[src/srst_defines.vh]
// Constants for the soft reset controller
`ifndef SRST_DEFINES_VH
`define SRST_DEFINES_VH
// Register byte addresses
`define SRST_ADDR_CTRL     12'h000
`define SRST_ADDR_KEY      12'h004
`define SRST_ADDR_STATUS   12'h008
// Control register fields
`define SRST_BIT_FULL      0
`define SRST_BIT_PHYRST    1
`define SRST_BIT_PWRDN     2
// Key pair for MAC reset
`define SRST_KEY_FIRST     16'h4f1c
`define SRST_KEY_SECOND    16'hc1f4
// Timing, in ns, and clock period
`define SRST_CLK_NS        8
`define SRST_PULSE_NS      1200
`define SRST_FULL_NS       10000000
`define SRST_PULSE_CYC     ((`SRST_PULSE_NS + `SRST_CLK_NS - 1) / `SRST_CLK_NS)
`define SRST_PULSE_W       8
`define SRST_FULL_CYC      (`SRST_FULL_NS / `SRST_CLK_NS)
`define SRST_OSC_CYC       (`SRST_FULL_CYC / 2)
`define SRST_PLL_CYC       (`SRST_FULL_CYC / 4)
// Full reset sequencer states
`define SRST_ST_IDLE       3'h0
`define SRST_ST_TRI        3'h1
`define SRST_ST_OSC        3'h2
`define SRST_ST_PLL        3'h3
`define SRST_ST_REL        3'h4
`endif

[src/srst_pulse.v]
// Fixed-length reset pulse generator
`timescale 1ns/1ps
module srst_pulse
#(
  parameter WIDTH = 8,
  parameter [WIDTH-1:0] LENGTH = 8'h96
)
(
  input  wire             pclk,
  input  wire             presetn,
  input  wire             start,
  output reg              active
);
  reg [WIDTH-1:0] count;

  // Count down the pulse from start
  always @(posedge pclk or negedge presetn)
  begin
    if (!presetn)
    begin
      count  <= {WIDTH{1'b0}};
      active <= 1'b0;
    end
    else if (start && !active)
    begin
      count  <= LENGTH - {{(WIDTH-1){1'b0}}, 1'b1};
      active <= 1'b1;
    end
    else if (active)
    begin
      if (count == {WIDTH{1'b0}})
        active <= 1'b0;
      else
        count <= count - {{(WIDTH-1){1'b0}}, 1'b1};
    end
  end
endmodule // srst_pulse

[src/srst_ctrl.v]
// Soft reset controller with APB register slave
`timescale 1ns/1ps
`include "srst_defines.vh"
module srst_ctrl
#(
  parameter FULL_CYC = `SRST_FULL_CYC,
  parameter OSC_CYC  = `SRST_OSC_CYC,
  parameter PLL_CYC  = `SRST_PLL_CYC
)
(
  input  wire        pclk,
  input  wire        presetn,
  input  wire        psel,
  input  wire        penable,
  input  wire        pwrite,
  input  wire [11:0] paddr,
  input  wire [31:0] pwdata,
  output reg  [31:0] prdata,
  output reg         pready,
  output reg         pslverr,
  input  wire        osc_stable,
  input  wire        pll_locked,
  input  wire [3:0]  strap_pins,
  input  wire        spi_sdo_func,
  input  wire        timestamp_timer_func,
  output reg         spi_sdo,
  output reg         timestamp_timer_pin,
  output reg         io_tristate,
  output reg  [3:0]  strap_latched,
  output reg         osc_enable,
  output reg         pll_enable,
  output reg         core_reset,
  output reg         mac_reset,
  output reg         phy_reset,
  output reg         tx_abort,
  output reg         link_bringup
);
  ////////////////////////////////////////////////////////////////////////////
  // Declarations
  // Synchronised clock status and strap pins
  reg  [1:0]  osc_sync;
  reg  [1:0]  pll_sync;
  reg  [3:0]  strap_s1;
  reg  [3:0]  strap_s2;
  // Full reset sequencer
  reg  [2:0]  fstate;
  reg  [2:0]  next_fstate;
  reg  [23:0] fcount;
  // Register state and pulse requests
  reg         soft_powerdown_request;
  reg         key_armed;
  reg         mac_start;
  reg         phy_start;
  wire        mac_busy;
  wire        phy_busy;
  // APB decode
  wire        acc;
  wire        wr;
  wire        rd;
  wire        full_go;
  wire        status_clear;

  // Pulse timer sizing, cut to the timer width on purpose
  localparam        PULSE_W   = `SRST_PULSE_W;
  localparam [31:0] PULSE_CYC = `SRST_PULSE_CYC;

  assign acc = psel && penable && pready;
  assign wr  = acc && pwrite;
  assign rd  = acc && !pwrite;
  assign full_go = wr && (paddr == `SRST_ADDR_CTRL) && pwdata[`SRST_BIT_FULL];
  // Old clock status must drain, or fcount reach PLL_CYC, before the oscillator restarts
  assign status_clear = !osc_sync[1] && !pll_sync[1];

  ////////////////////////////////////////////////////////////////////////////
  // Input synchronisers
  // Clock status and straps are asynchronous to pclk
  always @(posedge pclk or negedge presetn)
  begin
    if (!presetn)
    begin
      osc_sync <= 2'h0;
      pll_sync <= 2'h0;
      strap_s1 <= 4'h0;
      strap_s2 <= 4'h0;
    end
    else
    begin
      osc_sync <= {osc_sync[0], osc_stable};
      pll_sync <= {pll_sync[0], pll_locked};
      strap_s1 <= strap_pins;
      strap_s2 <= strap_s1;
    end
  end

  ////////////////////////////////////////////////////////////////////////////
  // Full chip reset sequencer next state
  // Every wait has a timeout so a dead oscillator cannot hold the chip
  always @*
  begin
    next_fstate = fstate;
    case (fstate)
      `SRST_ST_IDLE: if (full_go) next_fstate = `SRST_ST_TRI;
      `SRST_ST_TRI:  if (status_clear || fcount >= PLL_CYC) next_fstate = `SRST_ST_OSC;
      `SRST_ST_OSC:  if (osc_sync[1] || fcount >= OSC_CYC) next_fstate = `SRST_ST_PLL;
      `SRST_ST_PLL:  if (pll_sync[1] || fcount >= OSC_CYC + PLL_CYC)
                       next_fstate = `SRST_ST_REL;
      `SRST_ST_REL:  next_fstate = `SRST_ST_IDLE;
      default:       next_fstate = `SRST_ST_IDLE;
    endcase
  end

  // Sequencer registers and pin control
  // fcount times the fallback waits from the request on
  always @(posedge pclk or negedge presetn)
  begin
    if (!presetn)
    begin
      fstate        <= `SRST_ST_IDLE;
      fcount        <= 24'h000000;
      io_tristate   <= 1'b0;
      strap_latched <= 4'h0;
      osc_enable    <= 1'b1;
      pll_enable    <= 1'b1;
      core_reset    <= 1'b0;
      tx_abort      <= 1'b0;
      link_bringup  <= 1'b1;
    end
    else
    begin
      fstate   <= next_fstate;
      tx_abort <= full_go;
      if (fstate == `SRST_ST_IDLE)
        fcount <= 24'h000000;
      else
        fcount <= fcount + 24'h000001;
      case (fstate)
        `SRST_ST_IDLE:
        begin
          // Request drops clocks and floats pins at once
          if (full_go)
          begin
            core_reset   <= 1'b1;
            io_tristate  <= 1'b1;
            osc_enable   <= 1'b0;
            pll_enable   <= 1'b0;
            link_bringup <= 1'b0;
          end
        end
        `SRST_ST_TRI:
        begin
          // Straps sampled while pins float, then pins return to duty
          if (next_fstate == `SRST_ST_OSC)
          begin
            strap_latched <= strap_s2;
            io_tristate   <= 1'b0;
            osc_enable    <= 1'b1;
          end
        end
        `SRST_ST_OSC:
        begin
          // PLL starts on fresh oscillator status or once fcount reaches OSC_CYC
          if (next_fstate == `SRST_ST_PLL)
            pll_enable <= 1'b1;
        end
        `SRST_ST_REL:
        begin
          // Bring-up follows release unless power-down is pending
          core_reset   <= 1'b0;
          link_bringup <= !soft_powerdown_request;
        end
        default:
        begin
          core_reset <= core_reset;
        end
      endcase
      // Outside a full reset, bring-up tracks the power-down request
      if (fstate == `SRST_ST_IDLE && !core_reset)
        link_bringup <= !soft_powerdown_request;
    end
  end

  ////////////////////////////////////////////////////////////////////////////
  // Key check and control register writes
  // Full reset bit is never stored, so it always reads zero
  always @(posedge pclk or negedge presetn)
  begin
    if (!presetn)
    begin
      soft_powerdown_request <= 1'b0;
      key_armed              <= 1'b0;
      mac_start              <= 1'b0;
      phy_start              <= 1'b0;
    end
    else
    begin
      mac_start <= 1'b0;
      phy_start <= 1'b0;
      if (wr && paddr == `SRST_ADDR_KEY)
      begin
        // Second key only counts straight after the first
        if (key_armed && pwdata[15:0] == `SRST_KEY_SECOND)
          mac_start <= !soft_powerdown_request;
        key_armed <= (pwdata[15:0] == `SRST_KEY_FIRST);
      end
      // Any other write between the two keys disarms the pair
      else if (wr)
        key_armed <= 1'b0;
      if (wr && paddr == `SRST_ADDR_CTRL)
      begin
        soft_powerdown_request <= pwdata[`SRST_BIT_PWRDN];
        phy_start <= pwdata[`SRST_BIT_PHYRST];
      end
    end
  end

  ////////////////////////////////////////////////////////////////////////////
  // Reset pulse timers
  // One timer design serves both the MAC and the PHY pulse
  srst_pulse
  #(
    .WIDTH  (PULSE_W),
    .LENGTH (PULSE_CYC[PULSE_W-1:0])
  )
  u_mac_pulse
  (
    .pclk    (pclk),
    .presetn (presetn),
    .start   (mac_start),
    .active  (mac_busy)
  );

  srst_pulse
  #(
    .WIDTH  (PULSE_W),
    .LENGTH (PULSE_CYC[PULSE_W-1:0])
  )
  u_phy_pulse
  (
    .pclk    (pclk),
    .presetn (presetn),
    .start   (phy_start),
    .active  (phy_busy)
  );

  ////////////////////////////////////////////////////////////////////////////
  // Reset outputs and pins held low while MAC in reset
  // Pins follow functional logic one cycle late; full reset forces both
  always @(posedge pclk or negedge presetn)
  begin
    if (!presetn)
    begin
      mac_reset           <= 1'b0;
      phy_reset           <= 1'b0;
      spi_sdo             <= 1'b0;
      timestamp_timer_pin <= 1'b0;
    end
    else
    begin
      mac_reset <= mac_busy || core_reset;
      phy_reset <= phy_busy || core_reset;
      if (mac_busy || core_reset)
      begin
        spi_sdo             <= 1'b0;
        timestamp_timer_pin <= 1'b0;
      end
      else
      begin
        spi_sdo             <= spi_sdo_func;
        timestamp_timer_pin <= timestamp_timer_func;
      end
    end
  end

  ////////////////////////////////////////////////////////////////////////////
  // APB slave: pready in the first access cycle, reads served during PHY reset
  // Read data is registered at setup and held through the access edge
  // Unmapped addresses answer with an error and read as zero
  always @(posedge pclk or negedge presetn)
  begin
    if (!presetn)
    begin
      pready  <= 1'b0;
      pslverr <= 1'b0;
      prdata  <= 32'h00000000;
    end
    else
    begin
      pready  <= psel && !penable;
      pslverr <= psel && !penable && paddr != `SRST_ADDR_CTRL &&
                 paddr != `SRST_ADDR_KEY && paddr != `SRST_ADDR_STATUS;
      prdata  <= 32'h00000000;
      if (psel && !penable && !pwrite)
      begin
        if (paddr == `SRST_ADDR_CTRL)
          prdata <= {29'h0, soft_powerdown_request, phy_busy, 1'b0};
        else if (paddr == `SRST_ADDR_STATUS)
          prdata <= {25'h0, strap_latched, link_bringup, mac_busy, core_reset};
      end
      if (rd)
        prdata <= prdata;
    end
  end
endmodule // srst_ctrl

[config.mk]
export PLATFORM = sky130hd
export DESIGN_NAME = srst_ctrl
export DESIGN_NICKNAME = d
export VERILOG_FILES = /design/src/srst_pulse.v /design/src/srst_ctrl.v
export VERILOG_INCLUDE_DIRS = /design/src
export SDC_FILE = /design/constraint.sdc
export NUM_CORES = 1
export LEC_CHECK = 0
export ABC_CLOCK_PERIOD_IN_PS = 3700
export BUFFER_PORTS_ARGS = -buffer_cell sky130_fd_sc_hd__buf_4
export CORE_UTILIZATION = 45
export CTS_CLUSTER_DIAMETER = 50
export DETAILED_ROUTE_END_ITERATION = 16
export PLACE_DENSITY = 0.69
export SYNTH_ARGS = -nofsm -noshare
export SYNTH_HDL_FRONTEND = slang
export SYNTH_SLANG_ARGS = --single-unit
[constraint.sdc]
create_clock -name pclk -period 3.7 [get_ports pclk]
set_input_delay 0.37 -clock pclk [delete_from_list [all_inputs] [get_ports pclk]]
set_output_delay 0.37 -clock pclk [all_outputs]
set_load 0.005 [all_outputs]
# Word-level counts from Yosys, hierarchy flattened
# Index checks and enable logic that the tools add are counted.
# word_totals
regBits	109
in_bits	57
elab_cells	140
# op_classes
addsub	3
order_cmp	3
n_eq_ne	18
muxes	39
n_reduce_logical	49
# op_table
cell	n
$mux W32	2
$ge A24 B20 Y1 const B	2
$mux W8	6
$add A24 B1 Y24 const B	1
$ge A24 B19 Y1 const B	1
$mux W24	1
$mux W1	19
$logic_and A1 B1 Y1	17
$eq A16 B15 Y1 const B	1
$eq A16 B16 Y1 const B	1
$logic_not A8 Y1	2
$sub A8 B1 Y8 const B	2
$eq A12 B3 Y1 const B	1
$eq A12 B4 Y1 const B	1
$eq A3 B2 Y1 const B	4
$logic_not A12 Y1	1
$mux W3	4
$ne A12 B3 Y1 const B	1
$ne A12 B4 Y1 const B	1
$pmux W3 S4	1
$reduce_bool A12 Y1	1
$reduce_bool A2 Y1	6
$pmux W1 S2	5
$reduce_and A2 Y1	5
11 further kinds	26

# Depth between registers and ports, before layout
# depth
depth_word	10
mapped_depth	7

# By module
# From an unflattened synthesis, not the netlist that was laid out.
# hier_totals
cells_unflattened	394
hier_area_um2	4135.2
# modules_own_cells
mod	instances	cells_each	area_per_inst_um2	seq_area_each_um2
srst_ctrl	1	298	3139.3	1655.3
srst_pulse	2	48	498.0	225.2

# Least setup slack after synthesis
# Ideal clock, no wire load.
# synth_timing
path_type	flip-flop to flip-flop
start	register fcount[20]
end	register strap_latched[0]
setup_ns	0.125
arrival_time_ns	2.020
required_ns	3.575
slack_ns	1.555
path_stages_with_launch	5
n_path_buf	0
period_less_slack_ns	2.145
cell_sequence	dfrtp_1 -> or4_4 -> or4b_4 -> o21bai_4 -> mux2_2
# synth_between
elab_chain_len	6
# synth_rtl
item	line	source
start, declared	srst_ctrl.v:48	reg [23:0] fcount;
start signal, assigned	srst_ctrl.v:135	fcount <= fcount + 24'h000001;
$ge A24 B20 Y1, or another cell as far along	srst_ctrl.v:105	`SRST_ST_PLL: if (pll_sync[1] || fcount >= OSC_CYC + PLL_CYC)
$logic_or A1 B1 Y1, on equally long branches	srst_ctrl.v:105, srst_ctrl.v:103, srst_ctrl.v:104	
$mux W3, on equally long branches	srst_ctrl.v:105, srst_ctrl.v:103, srst_ctrl.v:104	
$pmux W3 S4 *	srst_ctrl.v:101	case (fstate)
$eq A3 B2 Y1 (no line) *	--	
$reduce_and A2 Y1 (no line) *	--	
end signal, assigned	srst_ctrl.v:154	strap_latched <= strap_s2;
end, declared	srst_ctrl.v:29	output reg [3:0] strap_latched,
# Mark *: on every way between the ends. The rest lies on a longest branch, timed or not.
# A chain may end at the register's enable or synchronous reset.

# Worst setup path in the final report
# layout_timing
start	register fcount[20]
end	register strap_latched[1]
# The elaborated chain is that of the path after synthesis.

==> impl_metrics.xml <==
<?xml version="1.0" encoding="UTF-8"?>
<metrics>
  <group name="critical_path">
    <metric name="cp_max_fo" unit="">7</metric>
    <metric name="crit_path_cell_trace" unit="">or4_4 &gt; or4b_4 &gt; o21bai_4 &gt; mux2_2</metric>
    <metric name="path_type_of_the_worst_setup_path" unit="">reg2reg</metric>
    <metric name="timing.reg2reg.worst_path_depth" unit="">4</metric>
    <metric name="cp_slowest_cell" unit="">sky130_fd_sc_hd__or4_4</metric>
    <metric name="regToRegSetupSlack" unit="ns">1.42</metric>
    <metric name="logic_depth_of_the_worst_path_buffers_included" unit="">4</metric>
    <metric name="launching_element_type_of_the_critical_path" unit="">register</metric>
    <metric name="worst_ep_required_time" unit="ns">3.95</metric>
    <metric name="critPathMaxStageDelay" unit="ns">0.57</metric>
    <metric name="worst-path-buf-inv" unit="">0</metric>
    <metric name="arrival_time_of_the_worst_setup_path" unit="ns">2.53</metric>
    <metric name="critPathCaptureType" unit="">register</metric>
    <metric name="critPathTopFamily" unit="">simple AND/OR/NAND/NOR gates</metric>
  </group>
  <group name="placement">
    <metric name="place.detailed.hpwl" unit="um">5490</metric>
    <metric name="final_gp_congestion" unit="">0.879</metric>
    <metric name="pre_cts_worst_setup_slack" unit="ns">1.42</metric>
    <metric name="placement.io_buffers" unit="">63</metric>
    <metric name="placed_cells_incl_taps" unit="">549</metric>
  </group>
  <group name="hold_path">
    <metric name="hold_path.class" unit="">in2reg</metric>
    <metric name="whs_path_depth" unit="">1</metric>
  </group>
  <group name="sta">
    <metric name="rsz0062_at_grt" unit="">no</metric>
    <metric name="final_hold_viol_count" unit="">0</metric>
    <metric name="worst_clock_skew" unit="ns">0.00996</metric>
    <metric name="layout_worst_path_cycle_share" unit="%">61.6</metric>
    <metric name="timing.max_slew.rel_slack" unit="%">32.2</metric>
    <metric name="finalSetupViolCount" unit="">0</metric>
    <metric name="final.setup.tns" unit="ns">0</metric>
    <metric name="fmaxAchievable" unit="MHz">439</metric>
    <metric name="tightestPinTransition" unit="ns">1.02</metric>
    <metric name="final_critical_path_time_including_i_o_delays_and_setup" unit="ns">2.28</metric>
    <metric name="final.setup.worst_slack" unit="ns">1.42</metric>
    <metric name="drv_slew" unit="">0</metric>
  </group>
  <group name="synthesis">
    <metric name="synthesis.yosys.warnings" unit="">0</metric>
    <metric name="synth-seq-area-share" unit="%">52.4</metric>
    <metric name="syn_area_per_cell" unit="um^2">10.2</metric>
    <metric name="ys_seq_elements" unit="">84</metric>
    <metric name="synth_ff_type" unit="">sky130_fd_sc_hd__dfrtp_1</metric>
    <metric name="unique_masters_post_synth" unit="">54</metric>
    <metric name="mappedNetlistArea" unit="um^2">4020</metric>
    <metric name="synth_async_sr_flop_share" unit="%">100</metric>
    <metric name="synthCells" unit="">393</metric>
    <metric name="post_synth_edffs" unit="">0</metric>
  </group>
  <group name="layout">
    <metric name="layout-area-overhead-vs-synth" unit="%">16.6</metric>
    <metric name="final_cells" unit="">565</metric>
    <metric name="mostFrequentLayoutCell" unit="">sky130_fd_sc_hd__dfrtp_1</metric>
    <metric name="multiInputGateArea" unit="um^2">1710</metric>
    <metric name="antennaDiodeCount" unit="">0</metric>
    <metric name="nFillCells" unit="">786</metric>
    <metric name="ff_latch_area" unit="um^2">2110</metric>
    <metric name="layout_common_cells" unit="">81 x sky130_fd_sc_hd__dfrtp_1, 64 x sky130_fd_sc_hd__buf_4, 45 x sky130_fd_sc_hd__nor2_1</metric>
    <metric name="share_of_layout_cells_above_drive_strength_1" unit="%">21.4</metric>
    <metric name="num-nets-final" unit="">513</metric>
  </group>
  <group name="die">
    <metric name="fp-row-count" unit="">34</metric>
    <metric name="io_pins" unit="">105</metric>
    <metric name="die_w" unit="um">96.5</metric>
    <metric name="die_area" unit="um^2">9320</metric>
    <metric name="core-area" unit="um^2">8680</metric>
    <metric name="die-height" unit="um">96.5</metric>
    <metric name="initial_utilization" unit="%">46.3</metric>
  </group>
  <group name="power_and_ir_drop">
    <metric name="switchingPower" unit="uW">532</metric>
    <metric name="finalPower" unit="mW">1.94</metric>
    <metric name="power_frac_seq" unit="%">52.5</metric>
    <metric name="power_frac_comb" unit="%">13.6</metric>
    <metric name="worst_ir_drop_vdd" unit="uV">263</metric>
    <metric name="power_report.internal_total" unit="mW">1.41</metric>
    <metric name="clock_network_fraction_of_design_power" unit="%">34.0</metric>
    <metric name="p_leak" unit="nW">2.20</metric>
    <metric name="switching_share" unit="%">27.4</metric>
    <metric name="power_density" unit="nW/um^2">414</metric>
  </group>
  <group name="clocking">
    <metric name="post_cts_resized" unit="">0</metric>
    <metric name="cts_tree" unit="">yes</metric>
    <metric name="ctsHtreeMaxLevel" unit="">3</metric>
    <metric name="clock_sink_count" unit="">84</metric>
    <metric name="later_pin_clock_latency_in_the_skew_report" unit="ns">0.36</metric>
    <metric name="clock_tree_buf_depth" unit="">2</metric>
    <metric name="cts_buffers" unit="">9</metric>
    <metric name="postCtsSetupRepairBufs" unit="">0</metric>
    <metric name="clkSlewWorstSetupHoldPaths" unit="ns">0.09</metric>
    <metric name="number_of_hold_buffers_added_after_cts" unit="">0</metric>
    <metric name="clk_root_buffer_cell" unit="">sky130_fd_sc_hd__clkbuf_8</metric>
  </group>
  <group name="detailed_routing">
    <metric name="drc_errors" unit="">0</metric>
    <metric name="antenna_violating_nets_post_route" unit="">0</metric>
    <metric name="total_iterations_of_the_first_detailed_routing_run" unit="">4</metric>
    <metric name="wl_per_cell" unit="um">13.7</metric>
    <metric name="wirelength" unit="um">7770</metric>
    <metric name="routed-via-count" unit="">2972</metric>
    <metric name="vias_per_cell" unit="">5.26</metric>
    <metric name="drt_iter0_drc" unit="">164</metric>
  </group>
  <group name="global_routing">
    <metric name="maximum_number_of_pins_on_one_net_before_global_route_repair" unit="">85</metric>
    <metric name="overflow" unit="">0</metric>
    <metric name="grt_first_pass_wirelength" unit="um">13200</metric>
    <metric name="overall_fraction_of_global_route_tracks_in_use" unit="%">18.6</metric>
    <metric name="grt_pass1_vias" unit="">2888</metric>
    <metric name="antenna_found_initial" unit="">0</metric>
  </group>
  <group name="run">
    <metric name="cap_viol_max_count" unit="">0</metric>
  </group>
  <group name="run_status">
    <metric name="run_status" unit="">completed</metric>
  </group>
</metrics>
-- stage by stage --
stage | hold WS (ns) | utilization [%] | cell area (um^2)
floorplan | 0.0744 | - | 4110
global placement | 0.333 | 51.7 | 4490
detailed placement | 0.335 | 51.7 | 4490
CTS | 0.0877 | 54.0 | 4690
global route | 0.0822 | 54.0 | 4690
finish | 0.105 | 54.0 | 4690
-- layer usage --
| layer | vias up | GRT usage (%) | routed length, um |
|---|---|---|---|
| met4 | 0 | 6.13 | 107 |
| met5 | - | 0 | 0 |
| met1 | 1455 | 23.4 | 3490 |
| met2 | 67 | 31.3 | 3840 |
| met3 | 14 | 4.69 | 327 |
| li1 | 1436 | - | - |
-- state kept, by name (all words and copies together) (netlist names), 2 cells and up --
name,flops
strap_s1,4
osc_sync,2
fcount,24
fstate,3
pll_sync,2
strap_latched,4
u_mac_pulse.count,8
u_phy_pulse.count,8
strap_s2,4
prdata,7
-- final timing paths --
check | endpoint | startpoint
worst max-delay path | strap_latched[1] | fcount[20]
worst max register to register | strap_latched[1] | fcount[20]
worst min-delay path | strap_s1[2] | strap_pins[2]
max in group asynchronous | osc_sync[1] | presetn
min in group asynchronous | u_phy_pulse.count[6] | presetn
worst min register to register | strap_s2[1] | strap_s1[1]
-- power by group through the flow --
stage,logic (mW),registers [mW],clock network (mW)
after CTS,0.269,1.02,0.685
final,0.263,1.02,0.659
after detailed placement,0.267,1.04,0
after global routing,0.299,1.03,0.724
after global placement,0.261,1.03,0
after floorplan,0.155,1.03,0
-- cells in the mapped netlist, types with 5 or more instances --
cell | number | area share (%)
sky130_fd_sc_hd__nand4_1 | 5 | 0.78
sky130_fd_sc_hd__buf_4 | 25 | 4.7
sky130_fd_sc_hd__nand2b_1 | 6 | 0.93
sky130_fd_sc_hd__or3_1 | 6 | 0.93
sky130_fd_sc_hd__a21oi_1 | 8 | 1.0
sky130_fd_sc_hd__nor4b_1 | 5 | 1.1
sky130_fd_sc_hd__xor2_1 | 9 | 2.0
sky130_fd_sc_hd__nor3_1 | 17 | 2.1
sky130_fd_sc_hd__o21ai_0 | 16 | 2.0
sky130_fd_sc_hd__nand2_1 | 21 | 2.0
sky130_fd_sc_hd__nand3_1 | 17 | 2.1
sky130_fd_sc_hd__nor4_1 | 10 | 1.6
sky130_fd_sc_hd__dfrtp_1 | 81 | 50
sky130_fd_sc_hd__clkbuf_1 | 14 | 1.3
sky130_fd_sc_hd__nor2_1 | 45 | 4.2
sky130_fd_sc_hd__inv_1 | 14 | 1.3
sky130_fd_sc_hd__nor2b_1 | 8 | 1.2
sky130_fd_sc_hd__xnor2_1 | 16 | 3.5
-- cell families (layout without fill, tap and decap cells) --
| kind of cell | Yosys count | in the layout | synth area share [%] |
|---|---|---|---|
| other cells | 1 | 25 | 0.0933 |
| buf+inv | 54 | 94 | 7.37 |
| fa+ha+maj | 4 | 4 | 1.24 |
| mux | 9 | 9 | 2.40 |
| simple gates | 163 | 163 | 21.5 |
| compound gates | 53 | 53 | 9.61 |
| xor+xnor | 25 | 25 | 5.44 |
| flops | 84 | 84 | 52.4 |
-- layout make-up --
class | instances | area share, %
Sequential cell | 84 | 44.9
Inverter | 14 | 1.12
Timing Repair Buffer | 64 | 10.2
Tap cell | 108 | 2.88
Clock buffer | 9 | 2.64
Clock inverter | 7 | 1.63
Multi-Input combinational cell | 279 | 36.6
No activity file was read; power rests on OpenSTA's default activity.
